[src/inc/tsoc_pkg.sv]
// constants of the reference-select and output-enable configuration block
// assumes one 100 MHz core clock and an 8-bit register port
package tsoc_pkg;
   // register offsets
   localparam logic [7:0] TSOC_ADDR_MODE = 8'h34;
   localparam logic [7:0] TSOC_ADDR_AUX_FORCE = 8'h35;
   localparam logic [7:0] TSOC_ADDR_LEGACY = 8'h36;
   localparam logic [7:0] TSOC_ADDR_OUT_EN = 8'h37;
   // reset values (mode bit 2 is overwritten from the strap)
   localparam logic [7:0] TSOC_RST_MODE = 8'hca;
   localparam logic [7:0] TSOC_RST_AUX_FORCE = 8'h00;
   localparam logic [7:0] TSOC_RST_LEGACY = 8'h00;
   localparam logic [7:0] TSOC_RST_OUT_EN = 8'h60;
   // mode register fields
   localparam int TSOC_MODE_RATE_BIT = 2;
   localparam int TSOC_MODE_REVERTIVE_SELECT_BIT = 0;
   // aux force register fields
   localparam int TSOC_AUXF_FOLLOW_BIT = 7;
   localparam logic [7:0] TSOC_AUXF_RD_MASK = 8'h8f;
   // output enable register fields
   localparam int TSOC_OE_OUT5_BIT = 6;
   localparam int TSOC_OE_OUT4_BIT = 5;
   localparam int TSOC_OE_OUT5B_BIT = 4;
   localparam int TSOC_OE_OUT4B_BIT = 3;
   localparam int TSOC_OE_OUT3B_BIT = 2;
   localparam int TSOC_OE_OUT2B_BIT = 1;
   localparam int TSOC_OE_OUT1B_BIT = 0;
   localparam logic [7:0] TSOC_OE_RD_MASK = 8'h7f;
   // input clocks and force codes
   localparam int TSOC_NUM_INPUTS = 9;
   localparam int TSOC_ABSENT_INPUT = 7;
   localparam logic [3:0] TSOC_FORCE_AUTO = 4'h0;
   localparam logic [3:0] TSOC_FORCE_AUTO_ALT = 4'hf;
   localparam logic [3:0] TSOC_FORCE_LAST_LOW = 4'h6;
   localparam logic [3:0] TSOC_FORCE_IN8 = 4'h8;
   localparam logic [3:0] TSOC_FORCE_IN9 = 4'h9;
   localparam logic [3:0] TSOC_REF_NONE = 4'h0;
   // frequency code whose rate follows the rate-family bit
   localparam logic [3:0] TSOC_FREQ_CODE_FAMILY = 4'h1;
   localparam int TSOC_AUX_FREQ_W = 4;
   typedef logic [3:0] tsoc_ref_t;
   typedef enum {TSOC_INIT_STRAP, TSOC_INIT_DONE} tsoc_init_t;
endpackage : tsoc_pkg

[src/inc/tsoc_sel_if.sv]
// carrier between the top and a reference selector
// assumes both ends run on the core clock
`timescale 1ns/1ns
`default_nettype none
interface tsoc_sel_if;
   logic [8:0] valid;
   logic revertive;
   logic [3:0] force_code;
   logic [3:0] selected;
   logic [3:0] top;
   logic forced;
   modport loop (input valid, input revertive, input force_code,
                 output selected, output top, output forced);
   modport ctrl (output valid, output revertive, output force_code,
                 input selected, input top, input forced);
endinterface : tsoc_sel_if
`default_nettype wire

[src/verilog/tsoc_cfg_top.sv]
// reference-select, aux-loop routing and output pin enable configuration
// assumes a synchronous 8-bit register port and pins synchronous to core_clk
//
// Functional notes
// - code 0001 rate follows rate-family bit
// - rate-family bit defaults from strap at reset
// - revertive main loop switches to better input
// - nonrevertive updates top priority entry, switches only when selected input goes invalid
// - aux loop always revertive
// - follow=1, source=0: outputs from main loop
// - follow=0: aux analog source picks loop
// - force codes select inputs or automatic
// - forced input becomes top and selected
// - monitors keep updating while forced
// - forced aux loop never switches away
// - reserved bits store and read back, except aux force bits 6:4 and output enable bit 7, which read as zero
// - legacy format bits store, no effect
// - out5 and out5b low unless enabled
// - out4 and out4b low unless enabled
// - out3b pin is gpio unless enabled
// - out2b pin is gpio unless enabled
// - out1b pin is gpio unless enabled
`timescale 1ns/1ns
`default_nettype none
module tsoc_cfg_top
   import tsoc_pkg::*;
(
   // clock and reset
   input wire logic core_clk,
   input wire logic rst,
   // register port
   input wire logic [7:0] reg_addr,
   input wire logic reg_wr_en,
   input wire logic reg_rd_en,
   input wire logic [7:0] reg_wdata,
   output logic [7:0] reg_rdata,
   output logic reg_rvalid,
   // strap pin
   input wire logic rate_strap,
   // settings held by neighbouring registers
   input wire logic aux_analog_source_select,
   input wire logic [3:0] aux_analog_frequency,
   // input clock monitor results, bit n-1 is input n
   input wire logic [8:0] input_valid,
   // frequency code of an input, decoded against the rate family
   input wire logic [3:0] input_freq_code,
   output logic input_rate_is_1544,
   output logic input_rate_is_2048,
   // loop selection
   output logic [3:0] main_selected,
   output logic [3:0] main_top_priority,
   output logic [3:0] aux_selected,
   output logic [3:0] aux_top_priority,
   output logic aux_forced_active,
   // analog loop routing
   output logic all_outputs_from_main,
   output logic aux_analog_from_main,
   output logic [3:0] aux_analog_freq_out,
   output logic aux_analog_freq_apply,
   // clocks picked by the frequency select fields
   input wire logic out5_clk_src,
   input wire logic out4_clk_src,
   input wire logic out3_clk_src,
   input wire logic out2_clk_src,
   input wire logic out1_clk_src,
   // dedicated output pins
   output logic out5_pin,
   output logic out5b_pin,
   output logic out4_pin,
   output logic out4b_pin,
   // shared pins, index 0..2 is out1b/gpio1 .. out3b/gpio3
   input wire logic [2:0] gpio_dout,
   input wire logic [2:0] gpio_oe_n,
   output logic [2:0] gpio_din,
   input wire logic [2:0] shared_pin_in,
   output logic [2:0] shared_pin_out,
   output logic [2:0] shared_pin_oe_n
);
   tsoc_init_t init_r;
   logic strap_r;
   logic [7:0] mode_r;
   logic [7:0] aux_force_r;
   logic [7:0] legacy_r;
   logic [7:0] out_en_r;
   logic [7:0] rdata_nxt;
   logic wr_mode;
   logic wr_aux;
   logic wr_legacy;
   logic wr_oe;
   logic follow;
   logic [3:0] ded_clk;
   logic [3:0] ded_sel;
   logic [3:0] ded_out;
   logic [2:0] sh_clk;
   logic [2:0] sh_sel;

   tsoc_sel_if main_if ();
   tsoc_sel_if aux_if ();

   // strap follows the pin while reset is held, frozen after release
   always_ff @(posedge core_clk)
   begin
      if (rst)
      begin
         strap_r <= rate_strap;
      end
   end

   always_ff @(posedge core_clk or posedge rst)
   begin
      if (rst)
      begin
         init_r <= TSOC_INIT_STRAP;
      end
      else
      begin
         case (init_r)
            TSOC_INIT_STRAP: init_r <= TSOC_INIT_DONE;
            TSOC_INIT_DONE: init_r <= TSOC_INIT_DONE;
            default: init_r <= TSOC_INIT_DONE;
         endcase
      end
   end

   assign wr_mode = reg_wr_en && reg_addr == TSOC_ADDR_MODE;
   assign wr_aux = reg_wr_en && reg_addr == TSOC_ADDR_AUX_FORCE;
   assign wr_legacy = reg_wr_en && reg_addr == TSOC_ADDR_LEGACY;
   assign wr_oe = reg_wr_en && reg_addr == TSOC_ADDR_OUT_EN;

   // mode register: a write in the strap cycle still wins
   always_ff @(posedge core_clk or posedge rst)
   begin
      if (rst)
      begin
         mode_r <= TSOC_RST_MODE;
      end
      else if (wr_mode)
      begin
         mode_r <= reg_wdata;
      end
      else if (init_r == TSOC_INIT_STRAP)
      begin
         mode_r[TSOC_MODE_RATE_BIT] <= strap_r;
      end
   end

   always_ff @(posedge core_clk or posedge rst)
   begin
      if (rst)
      begin
         aux_force_r <= TSOC_RST_AUX_FORCE;
      end
      else if (wr_aux)
      begin
         aux_force_r <= reg_wdata & TSOC_AUXF_RD_MASK;
      end
   end

   // reserved and legacy format bits are plain storage
   always_ff @(posedge core_clk or posedge rst)
   begin
      if (rst)
      begin
         legacy_r <= TSOC_RST_LEGACY;
      end
      else if (wr_legacy)
      begin
         legacy_r <= reg_wdata;
      end
   end

   always_ff @(posedge core_clk or posedge rst)
   begin
      if (rst)
      begin
         out_en_r <= TSOC_RST_OUT_EN;
      end
      else if (wr_oe)
      begin
         out_en_r <= reg_wdata & TSOC_OE_RD_MASK;
      end
   end

   // read data one cycle after the strobe, unmapped reads give zero
   always_comb
   begin
      case (reg_addr)
         TSOC_ADDR_MODE: rdata_nxt = mode_r;
         TSOC_ADDR_AUX_FORCE: rdata_nxt = aux_force_r;
         TSOC_ADDR_LEGACY: rdata_nxt = legacy_r;
         TSOC_ADDR_OUT_EN: rdata_nxt = out_en_r;
         default: rdata_nxt = 8'h00;
      endcase
   end

   always_ff @(posedge core_clk or posedge rst)
   begin
      if (rst)
      begin
         reg_rdata <= 8'h00;
         reg_rvalid <= 1'b0;
      end
      else
      begin
         reg_rvalid <= reg_rd_en;
         if (reg_rd_en)
         begin
            reg_rdata <= rdata_nxt;
         end
      end
   end

   // input rate decode for frequency code 0001
   always_ff @(posedge core_clk or posedge rst)
   begin
      if (rst)
      begin
         input_rate_is_1544 <= 1'b0;
         input_rate_is_2048 <= 1'b0;
      end
      else
      begin
         input_rate_is_1544 <= input_freq_code == TSOC_FREQ_CODE_FAMILY &&
                               mode_r[TSOC_MODE_RATE_BIT];
         input_rate_is_2048 <= input_freq_code == TSOC_FREQ_CODE_FAMILY &&
                               !mode_r[TSOC_MODE_RATE_BIT];
      end
   end

   // monitor results reach both selectors untouched, forced or not
   assign main_if.valid = input_valid;
   assign aux_if.valid = input_valid;
   assign main_if.revertive = mode_r[TSOC_MODE_REVERTIVE_SELECT_BIT];
   assign main_if.force_code = TSOC_FORCE_AUTO;
   assign aux_if.revertive = 1'b1;
   assign aux_if.force_code = aux_force_r[3:0];

   tsoc_ref_sel u_main_sel (
      .core_clk(core_clk),
      .rst(rst),
      .sel(main_if.loop)
   );

   tsoc_ref_sel u_aux_sel (
      .core_clk(core_clk),
      .rst(rst),
      .sel(aux_if.loop)
   );

   assign main_selected = main_if.selected;
   assign main_top_priority = main_if.top;
   assign aux_selected = aux_if.selected;
   assign aux_top_priority = aux_if.top;
   assign aux_forced_active = aux_if.forced;

   // analog loop routing
   assign follow = aux_force_r[TSOC_AUXF_FOLLOW_BIT];
   always_ff @(posedge core_clk or posedge rst)
   begin
      if (rst)
      begin
         all_outputs_from_main <= 1'b0;
         aux_analog_from_main <= 1'b0;
         aux_analog_freq_out <= 4'h0;
         aux_analog_freq_apply <= 1'b0;
      end
      else
      begin
         all_outputs_from_main <= follow && !aux_analog_source_select;
         aux_analog_from_main <= follow || aux_analog_source_select;
         aux_analog_freq_apply <= follow && !aux_analog_source_select;
         aux_analog_freq_out <= aux_analog_frequency;
      end
   end

   // dedicated pins: out5, out5b, out4, out4b
   assign ded_clk = {out5_clk_src, out5_clk_src, out4_clk_src, out4_clk_src};
   assign ded_sel = {out_en_r[TSOC_OE_OUT5_BIT], out_en_r[TSOC_OE_OUT5B_BIT],
                     out_en_r[TSOC_OE_OUT4_BIT], out_en_r[TSOC_OE_OUT4B_BIT]};

   for (genvar g = 0; g < 4; g++)
   begin : g_ded
      // disabled pins drive low
      tsoc_pin_drv u_pin (
         .core_clk(core_clk),
         .rst(rst),
         .clk_sel(ded_sel[g]),
         .clk_src(ded_clk[g]),
         .alt_dout(1'b0),
         .alt_oe_n(1'b0),
         .pin_out(ded_out[g]),
         .pin_oe_n()
      );
   end

   assign out5_pin = ded_out[3];
   assign out5b_pin = ded_out[2];
   assign out4_pin = ded_out[1];
   assign out4b_pin = ded_out[0];

   // shared pins: out3b, out2b and out1b follow their own frequency fields
   assign sh_clk = {out3_clk_src, out2_clk_src, out1_clk_src};
   assign sh_sel = {out_en_r[TSOC_OE_OUT3B_BIT], out_en_r[TSOC_OE_OUT2B_BIT],
                    out_en_r[TSOC_OE_OUT1B_BIT]};

   for (genvar g = 0; g < 3; g++)
   begin : g_shared
      tsoc_pin_drv u_pin (
         .core_clk(core_clk),
         .rst(rst),
         .clk_sel(sh_sel[g]),
         .clk_src(sh_clk[g]),
         .alt_dout(gpio_dout[g]),
         .alt_oe_n(gpio_oe_n[g]),
         .pin_out(shared_pin_out[g]),
         .pin_oe_n(shared_pin_oe_n[g])
      );
   end

   always_ff @(posedge core_clk or posedge rst)
   begin
      if (rst)
      begin
         gpio_din <= 3'h0;
      end
      else
      begin
         gpio_din <= shared_pin_in;
      end
   end
endmodule : tsoc_cfg_top
`default_nettype wire

[src/verilog/tsoc_ref_sel.sv]
// reference selector of one loop: priority table top entry and selection
// assumes input n is bit n-1 of valid and lower number is higher priority
`timescale 1ns/1ns
`default_nettype none
module tsoc_ref_sel
   import tsoc_pkg::*;
(
   // clock and reset
   input wire logic core_clk,
   input wire logic rst,
   // selector carrier
   tsoc_sel_if.loop sel
);
   logic [3:0] first_valid;
   logic force_ok;
   logic [3:0] sel_r;
   logic [3:0] sel_nxt;
   logic [3:0] top_r;
   logic [3:0] top_nxt;
   logic forced_r;
   logic cur_valid;

   always_comb
   begin
      first_valid = TSOC_REF_NONE;
      for (int i = TSOC_NUM_INPUTS; i >= 1; i--)
      begin
         if (i != TSOC_ABSENT_INPUT && sel.valid[i-1])
         begin
            first_valid = 4'(i);
         end
      end
   end

   // unused codes fall back to automatic selection
   assign force_ok = (sel.force_code != TSOC_FORCE_AUTO &&
                      sel.force_code <= TSOC_FORCE_LAST_LOW) ||
                     sel.force_code == TSOC_FORCE_IN8 ||
                     sel.force_code == TSOC_FORCE_IN9;

   assign cur_valid = (sel_r != TSOC_REF_NONE) && sel.valid[sel_r - 4'h1];

   always_comb
   begin
      top_nxt = force_ok ? sel.force_code : first_valid;
      if (force_ok)
      begin
         sel_nxt = sel.force_code;
      end
      else if (sel.revertive)
      begin
         sel_nxt = first_valid;
      end
      else if (!cur_valid)
      begin
         sel_nxt = first_valid;
      end
      else
      begin
         sel_nxt = sel_r;
      end
   end

   always_ff @(posedge core_clk or posedge rst)
   begin
      if (rst)
      begin
         sel_r <= TSOC_REF_NONE;
         top_r <= TSOC_REF_NONE;
         forced_r <= 1'b0;
      end
      else
      begin
         sel_r <= sel_nxt;
         top_r <= top_nxt;
         forced_r <= force_ok;
      end
   end

   assign sel.selected = sel_r;
   assign sel.top = top_r;
   assign sel.forced = forced_r;
endmodule : tsoc_ref_sel
`default_nettype wire

[src/verilog/tsoc_pin_drv.sv]
// one output-clock pin, optionally shared with a general i/o function
// assumes clk_src is already the clock picked by the frequency select field
`timescale 1ns/1ns
`default_nettype none
module tsoc_pin_drv
(
   // clock and reset
   input wire logic core_clk,
   input wire logic rst,
   // control
   input wire logic clk_sel,
   input wire logic clk_src,
   // alternate general i/o drive
   input wire logic alt_dout,
   input wire logic alt_oe_n,
   // pin
   output logic pin_out,
   output logic pin_oe_n
);
   always_ff @(posedge core_clk or posedge rst)
   begin
      if (rst)
      begin
         pin_out <= 1'b0;
         pin_oe_n <= 1'b1;
      end
      else if (clk_sel)
      begin
         pin_out <= clk_src;
         pin_oe_n <= 1'b0;
      end
      else
      begin
         pin_out <= alt_dout;
         pin_oe_n <= alt_oe_n;
      end
   end
endmodule : tsoc_pin_drv
`default_nettype wire

[config.mk]
export PLATFORM = sky130hd
export DESIGN_NAME = tsoc_cfg_top
export DESIGN_NICKNAME = d
export VERILOG_FILES = /design/src/inc/tsoc_pkg.sv /design/src/inc/tsoc_sel_if.sv /design/src/verilog/tsoc_cfg_top.sv /design/src/verilog/tsoc_ref_sel.sv /design/src/verilog/tsoc_pin_drv.sv
export SDC_FILE = /design/constraint.sdc
export NUM_CORES = 1
export LEC_CHECK = 0
export ABC_AREA = 1
export BUFFER_PORTS_ARGS = -buffer_cell sky130_fd_sc_hd__buf_2
export CELL_PAD_IN_SITES_DETAIL_PLACEMENT = 1
export CELL_PAD_IN_SITES_GLOBAL_PLACEMENT = 2
export CORE_UTILIZATION = 30
export DETAILED_ROUTE_END_ITERATION = 8
export PLACE_DENSITY = 0.82
export SETUP_SLACK_MARGIN = 0.3
export SKIP_LAST_GASP = 1
export SLEW_MARGIN = 40
export SYNTH_ARGS = -nofsm -noshare
export SYNTH_HDL_FRONTEND = slang
export SYNTH_SLANG_ARGS = --single-unit
[constraint.sdc]
create_clock -name core_clk -period 2.8 [get_ports core_clk]
set_input_delay 0.56 -clock core_clk [delete_from_list [all_inputs] [get_ports core_clk]]
set_output_delay 0.56 -clock core_clk [all_outputs]
set_load 0.005 [all_outputs]
Word level (Yosys, flattened, before mapping) --
Cells that the tools add are included.
Cells by class: order comparisons 2, reductions and logical operators 18, muxes and demuxes 26, eq/ne operators 8, add/subtract/negate cells 1
Operators by type and width (number):
- $mux W4 | 11
- $eq A8 B6 Y1 const B | 4
- $logic_not A32 Y1 | 1
- $pmux W8 S4 | 1
- $mux W1 | 13
- $logic_and A1 B1 Y1 | 9
- $eq A4 B4 Y1 const B | 2
- $reduce_bool A4 Y1 | 2
- $lt A4 B5 Y1 const B | 1
- $bmux W1 S4 | 1
- $eq A4 B1 Y1 const B | 1
- $le A4 B3 Y1 const B | 1
- $sub A4 B1 Y4 const B | 1
- $logic_or A1 B1 Y1 | 3
- $logic_not A1 Y1 | 2
- $ne A2 B2 Y1 const B | 1
- $reduce_bool A2 Y1 | 1
Word-level totals: flip-flop bits (word level) 73, word-level logic and storage cells 84, bits of input ports 53, output and inout port bits 48

Longest topological paths before layout --
depth after elaboration 10, depth in mapped cells 10, gate-level depth less buffers 10

By module --
From an unflattened synthesis, not the netlist that was laid out.
Second synthesis, totals: cell total of the unflattened synthesis 493, area total of the unflattened synthesis 3993.8 um^2
Modules (own cells, without submodules):
- tsoc_cfg_top | instances 1, cells an instance 244, area each 2179.6 um^2, sequential area each 1263.7 um^2
- tsoc_ref_sel (u_aux_sel) | instances 1, cells an instance 96, area each 641.9 um^2, sequential area each 225.2 um^2
- tsoc_ref_sel (u_main_sel) | instances 1, cells an instance 90, area each 629.4 um^2, sequential area each 225.2 um^2
- tsoc_pin_drv | instances 7, cells an instance 9, area each 77.6 um^2, sequential area each 51.3 um^2

Least setup slack after synthesis --
OpenSTA, ideal clock, no wires.
kind register to register, start point reg u_main_sel.sel_r[0] (netlist: u_main_sel.sel.selected[0]), end point reg u_main_sel.sel_r[1] (netlist: u_main_sel.sel.selected[1]), path slack 1.163 ns, setup time 0.117 ns, data required time 2.683 ns, path buffers 0, period minus slack after synthesis 1.637 ns, arrival 1.520 ns, cell stages (with the launch flop) 10, cell sequence dfrtp_1 inv_2 ha_1 inv_1 nor2_2 nand3_2 a21oi_4 nand2_4 nand2_1 nand2_1
Between the ends: cells in the longest elaborated chain, start to end 5, elaborated cells on any way between the ends 6, those cells by class add/sub: 1; eq/ne: 1; mux: 2; reduce/logical: 2
RTL lines:
- start, declared | line tsoc_ref_sel.sv:16 | logic [3:0] sel_r;
- start signal, assigned | line tsoc_ref_sel.sv:74 | sel_r <= sel_nxt;
- $sub A4 B1 Y4 | line tsoc_ref_sel.sv:41 | assign cur_valid = (sel_r != TSOC_REF_NONE) && sel.valid[sel_r - 4'h1];
- $bmux W1 S4 | line tsoc_ref_sel.sv:41
- $mux W1 (not written as such) | line tsoc_ref_sel.sv:41
- $logic_and A1 B1 Y1 * | line tsoc_ref_sel.sv:41
- $ne A2 B2 Y1 (no source line) *
Mark *: on every way between the ends. The rest lies on a longest branch, timed or not. The select of a mux whose other input is x is not followed. A chain may end at the register's enable or synchronous reset.

Worst setup path in the final report --
start point reg u_main_sel.sel_r[0] (netlist: u_main_sel.sel.selected[0]), end point reg u_main_sel.sel_r[2] (netlist: u_main_sel.sel.selected[2])
Same word-level chain as after synthesis.

==> results by group <==
Setup path
  – Critical path depth in cells: 9
  – Kind of critical path: flop to flop
  – Worst Path Required: 3.04 ns
  – Slowest-stage cell, CP: dfrtp_1
  – CP Capture Type: flop
  – CP Cell Sequence: inv_2, ha_1, inv_1, nor2_2, nand3_2, a21oi_4, nand2_4, nand2_1, nand2_1
  – R2R Path Start: u_main_sel.sel.selected[0]
  – CP most frequent cell: nand2_1
  – Startpoint Class: flop
  – Largest delay contributor family on the critical path: flip-flops
  – Max FO, Critical Path: 8
  – R2r setup slk: 1.0 ns
  – Worst path bufs/invs: 2
  – R2r endpoint: u_main_sel.sel.selected[2]
  – Reg2Reg Depth: 9
  – Critical Path Max Stage Delay: 0.50 ns
  – Crit path DAT: 2.04 ns

Place
  – PortBufs: 100
  – Post-detail-place hpwl: 6660 um
  – Routability-driven placement congestion ratio: 0.842
  – Dpl cells: 602

CTS
  – Clock transition at the registers of the reported paths: 0.08 ns
  – Setup Fix Bufs, Post-CTS: 0
  – CTS sink cnt: 73
  – Root buffer cell: clkbuf_8
  – CTS tree: done
  – CTS Hold Bufs: 0
  – Clk buf depth: 2
  – Clk Latency, worst-skew pair: 0.35 ns
  – H-tree levels: 3
  – Num CTS Buffers: 9
  – Post-cts sizing count: 0

Synth
  – Top cells by instance count after synthesis: nand2_1 (114), dfrtp_1 (63), inv_1 (38), nand3_1 (37), o21ai_0 (28)
  – Largest cells by area after synthesis: dfrtp_1 (47%), nand2_1 (13%), dfstp_2 (7.0%)
  – YS warnings: 0
  – Post-Synth XOR/XNOR Area: 0%
  – Largest family of logic cells by synthesized area: simple AND/OR/NAND/NOR gates
  – Synthesized-area fraction occupied by and/or/nand/nor cells: 28.9%
  – Synth Flop Type: dfrtp_1
  – Share of Yosys cell area claimed by the top area cell type: 46.9%
  – Mapped Area: 3360 um^2
  – Synth cell types: 32
  – Multiplexer area fraction after synthesis: 0%
  – Number of flops mapped to enable cells by yosys: 1
  – Syn Area/Cell: 8.93 um^2
  – Sequential element share of the synthesized area: 54.9%
  – Synth area leader: dfrtp_1
  – Cell with the most instances after synthesis: nand2_1
  – Post-Synthesis Net Count: 430
  – Seq cells post-synth: 73
  – Compound-Gate Fraction of Synth Area: 7.52%
  – Async set-or-reset flop fraction in the synthesized netlist: 98.6%
  – Post-synthesis cell count: 376
  – Adder-cell share of the synthesized area: 0.372%

Layout
  – Layout Cells excl Fill: 618
  – Final Util: 38.1%
  – # nets final: 527
  – Layout area overhead: 23.6%
  – Antenna diodes: 0
  – Layout cells sized above 1: 34.7%

GRT
  – Initial antenna violation count: 0
  – Gr ovfl total: 0
  – First-pass GRT wire length: 14300 um
  – Pin count of the biggest net entering global routing: 27
  – Total Routing Usage GR: 16.2%
  – Vias in the first global route: 2962

Timing
  – Final Max Tran Viols: 0
  – RSZ-0062 raised after global routing: no
  – # setup viols final: 0
  – Fin crit period: 1.80 ns
  – Clock Skew: 0.00556 ns
  – Setup TNS: 0 ns
  – Final hold violations: 0
  – Worst-Margin Slew: 0.508 ns
  – Rel. slew slack: 66.1%
  – Max Clock Freq: 555 MHz
  – Period utilisation layout: 64.4%

Hold path
  – Hold WC Path Type: primary input to async pin

Floorplanning
  – Initial Util: 30.9%
  – Std-Cell Rows: 38
  – IO Pins: 101
  – Die H: 108 um
  – Die area: 11600 um^2
  – Die X: 108 um
  – Core ar.: 10900 um^2

Detailed routing
  – DR vias: 2800
  – Drt first pass iters: 4
  – Routed WL per cell: 13.9 um
  – Vias per inst: 4.53
  – Initial DRC count: 107
  – Final WL: 8610 um
  – DRC Markers: 0
  – Routed Antenna Nets: 0

Status
  – Status: complete, no violations

Power and ir drop
  – Pleak: 2.31 nW
  – Total power: 2.27 mW
  – Total power divided by cell area: 548 nW/um^2
  – Peak supply drop: 0.000243 V

Flow run
  – MaxCap Viol Count: 0
## final cells by class
cell class	instances	area (um^2)
clock inverter	4	50.0
inverter	43	164
tap	140	175
fill	1308	6740
clock buffer	12	165
timing repair buffer	102	515
multi-input combinational	244	1240
sequential	73	1840
## where the power goes
| group | total (mW) | internal, mW | switching [mW] | leakage [nW] |
|---|---|---|---|---|
| clock network | 0.883 | 0.483 | 0.399 | 0.105 |
| logic | 0.247 | 0.0945 | 0.152 | 1.32 |
| registers | 1.14 | 1.11 | 0.0318 | 0.880 |
## per-stage QoR
stage          setup slack [ns]  area (um^2)  hold slack [ns]
3_3_place_gp              0.996         3940            0.447
2_1_floorplan             0.430         3360            0.403
6_report                  0.998         4150            0.252
4_1_cts                    1.01         4150            0.252
3_5_place_dp              0.942         3940            0.431
5_1_grt                   0.811         4150            0.278
## metal layers
| metal | part of all wire (%) | wire length, um | track usage (%) |
|---|---|---|---|
| met1 | 43 | 3680 | 19.3 |
| met2 | 51 | 4370 | 28.1 |
| met3 | 4.7 | 409 | 4.30 |
| met4 | 1.7 | 148 | 5.58 |
| met5 | 0 | 0 | 0 |
## worst max-delay path by stage
stage | from | to | slack (ns)
floorplan | rst | aux_analog_freq_apply | 0.43
global placement | reg_addr[6] | mode_r[2] | 1.0
detailed placement | reg_addr[6] | mode_r[2] | 0.94
CTS | u_main_sel.sel.selected[0] | u_main_sel.sel.selected[2] | 1.01
global route | u_main_sel.sel.selected[0] | u_main_sel.sel.selected[2] | 0.81
finish | u_main_sel.sel.selected[0] | u_main_sel.sel.selected[2] | 1.0
## cells by family (layout without fill, tap and decap cells)
| kind of cell | Yosys count | count (layout) |
|---|---|---|
| buffers and inverters | 59 | 161 |
| adders and majority gates | 1 | 1 |
| and+or+nand+nor | 197 | 197 |
| other | 1 | 1 |
| AOI/OAI and AO/OA | 45 | 45 |
| DFF | 73 | 73 |
## registers in the layout, summed over array words and instances, names as in the netlist, 4 cells and up
register and count:
mode_r 8, reg_rdata 8, aux_analog_freq_out 4, u_main_sel.sel.selected 4
out_en_r 7, legacy_r 8, aux_force_r 5, g_ded.u_pin.pin_out 4
u_aux_sel.sel.selected 4, u_main_sel.sel.top 4
## cell usage in the layout, fill, tap and decap left out
cell          n
dfstp_2       9
nand3_2       4
nand2_2       5
nor2_2        3
nand3b_1      2
nand2_1     114
buf_4         2
a31oi_1       1
a21oi_4       1
nor2_8        1
conb_1        1
edfxtp_1      1
nand2_4       5
o21ai_1      10
ha_1          1
inv_1        37
nand3_1      37
buf_2       100
inv_2         5
clkinvlp_4    2
nand3_4       1
nor2_4        7
clkinv_2      1
nand3b_2      1
nor3_1        1
inv_4         1
or2_2         1
dfrtp_1      63
nor2_1       15
o21ai_0      28
a21oi_1       1
a21oi_2       4
clkbuf_8     12
bufinv_16     1
## worst register-to-register path: cells and delay by family, from the launching register on
kind / cells / cell delay, ns
AO/OA/AOI/OAI: 1 / 0.23
adder cells (fa/ha/maj): 1 / 0.35
buffers and inverters: 2 / 0.22
flip-flops: 1 / 0.50
AND/OR/NAND/NOR: 5 / 0.39
Power figures use the tool's default switching activity.
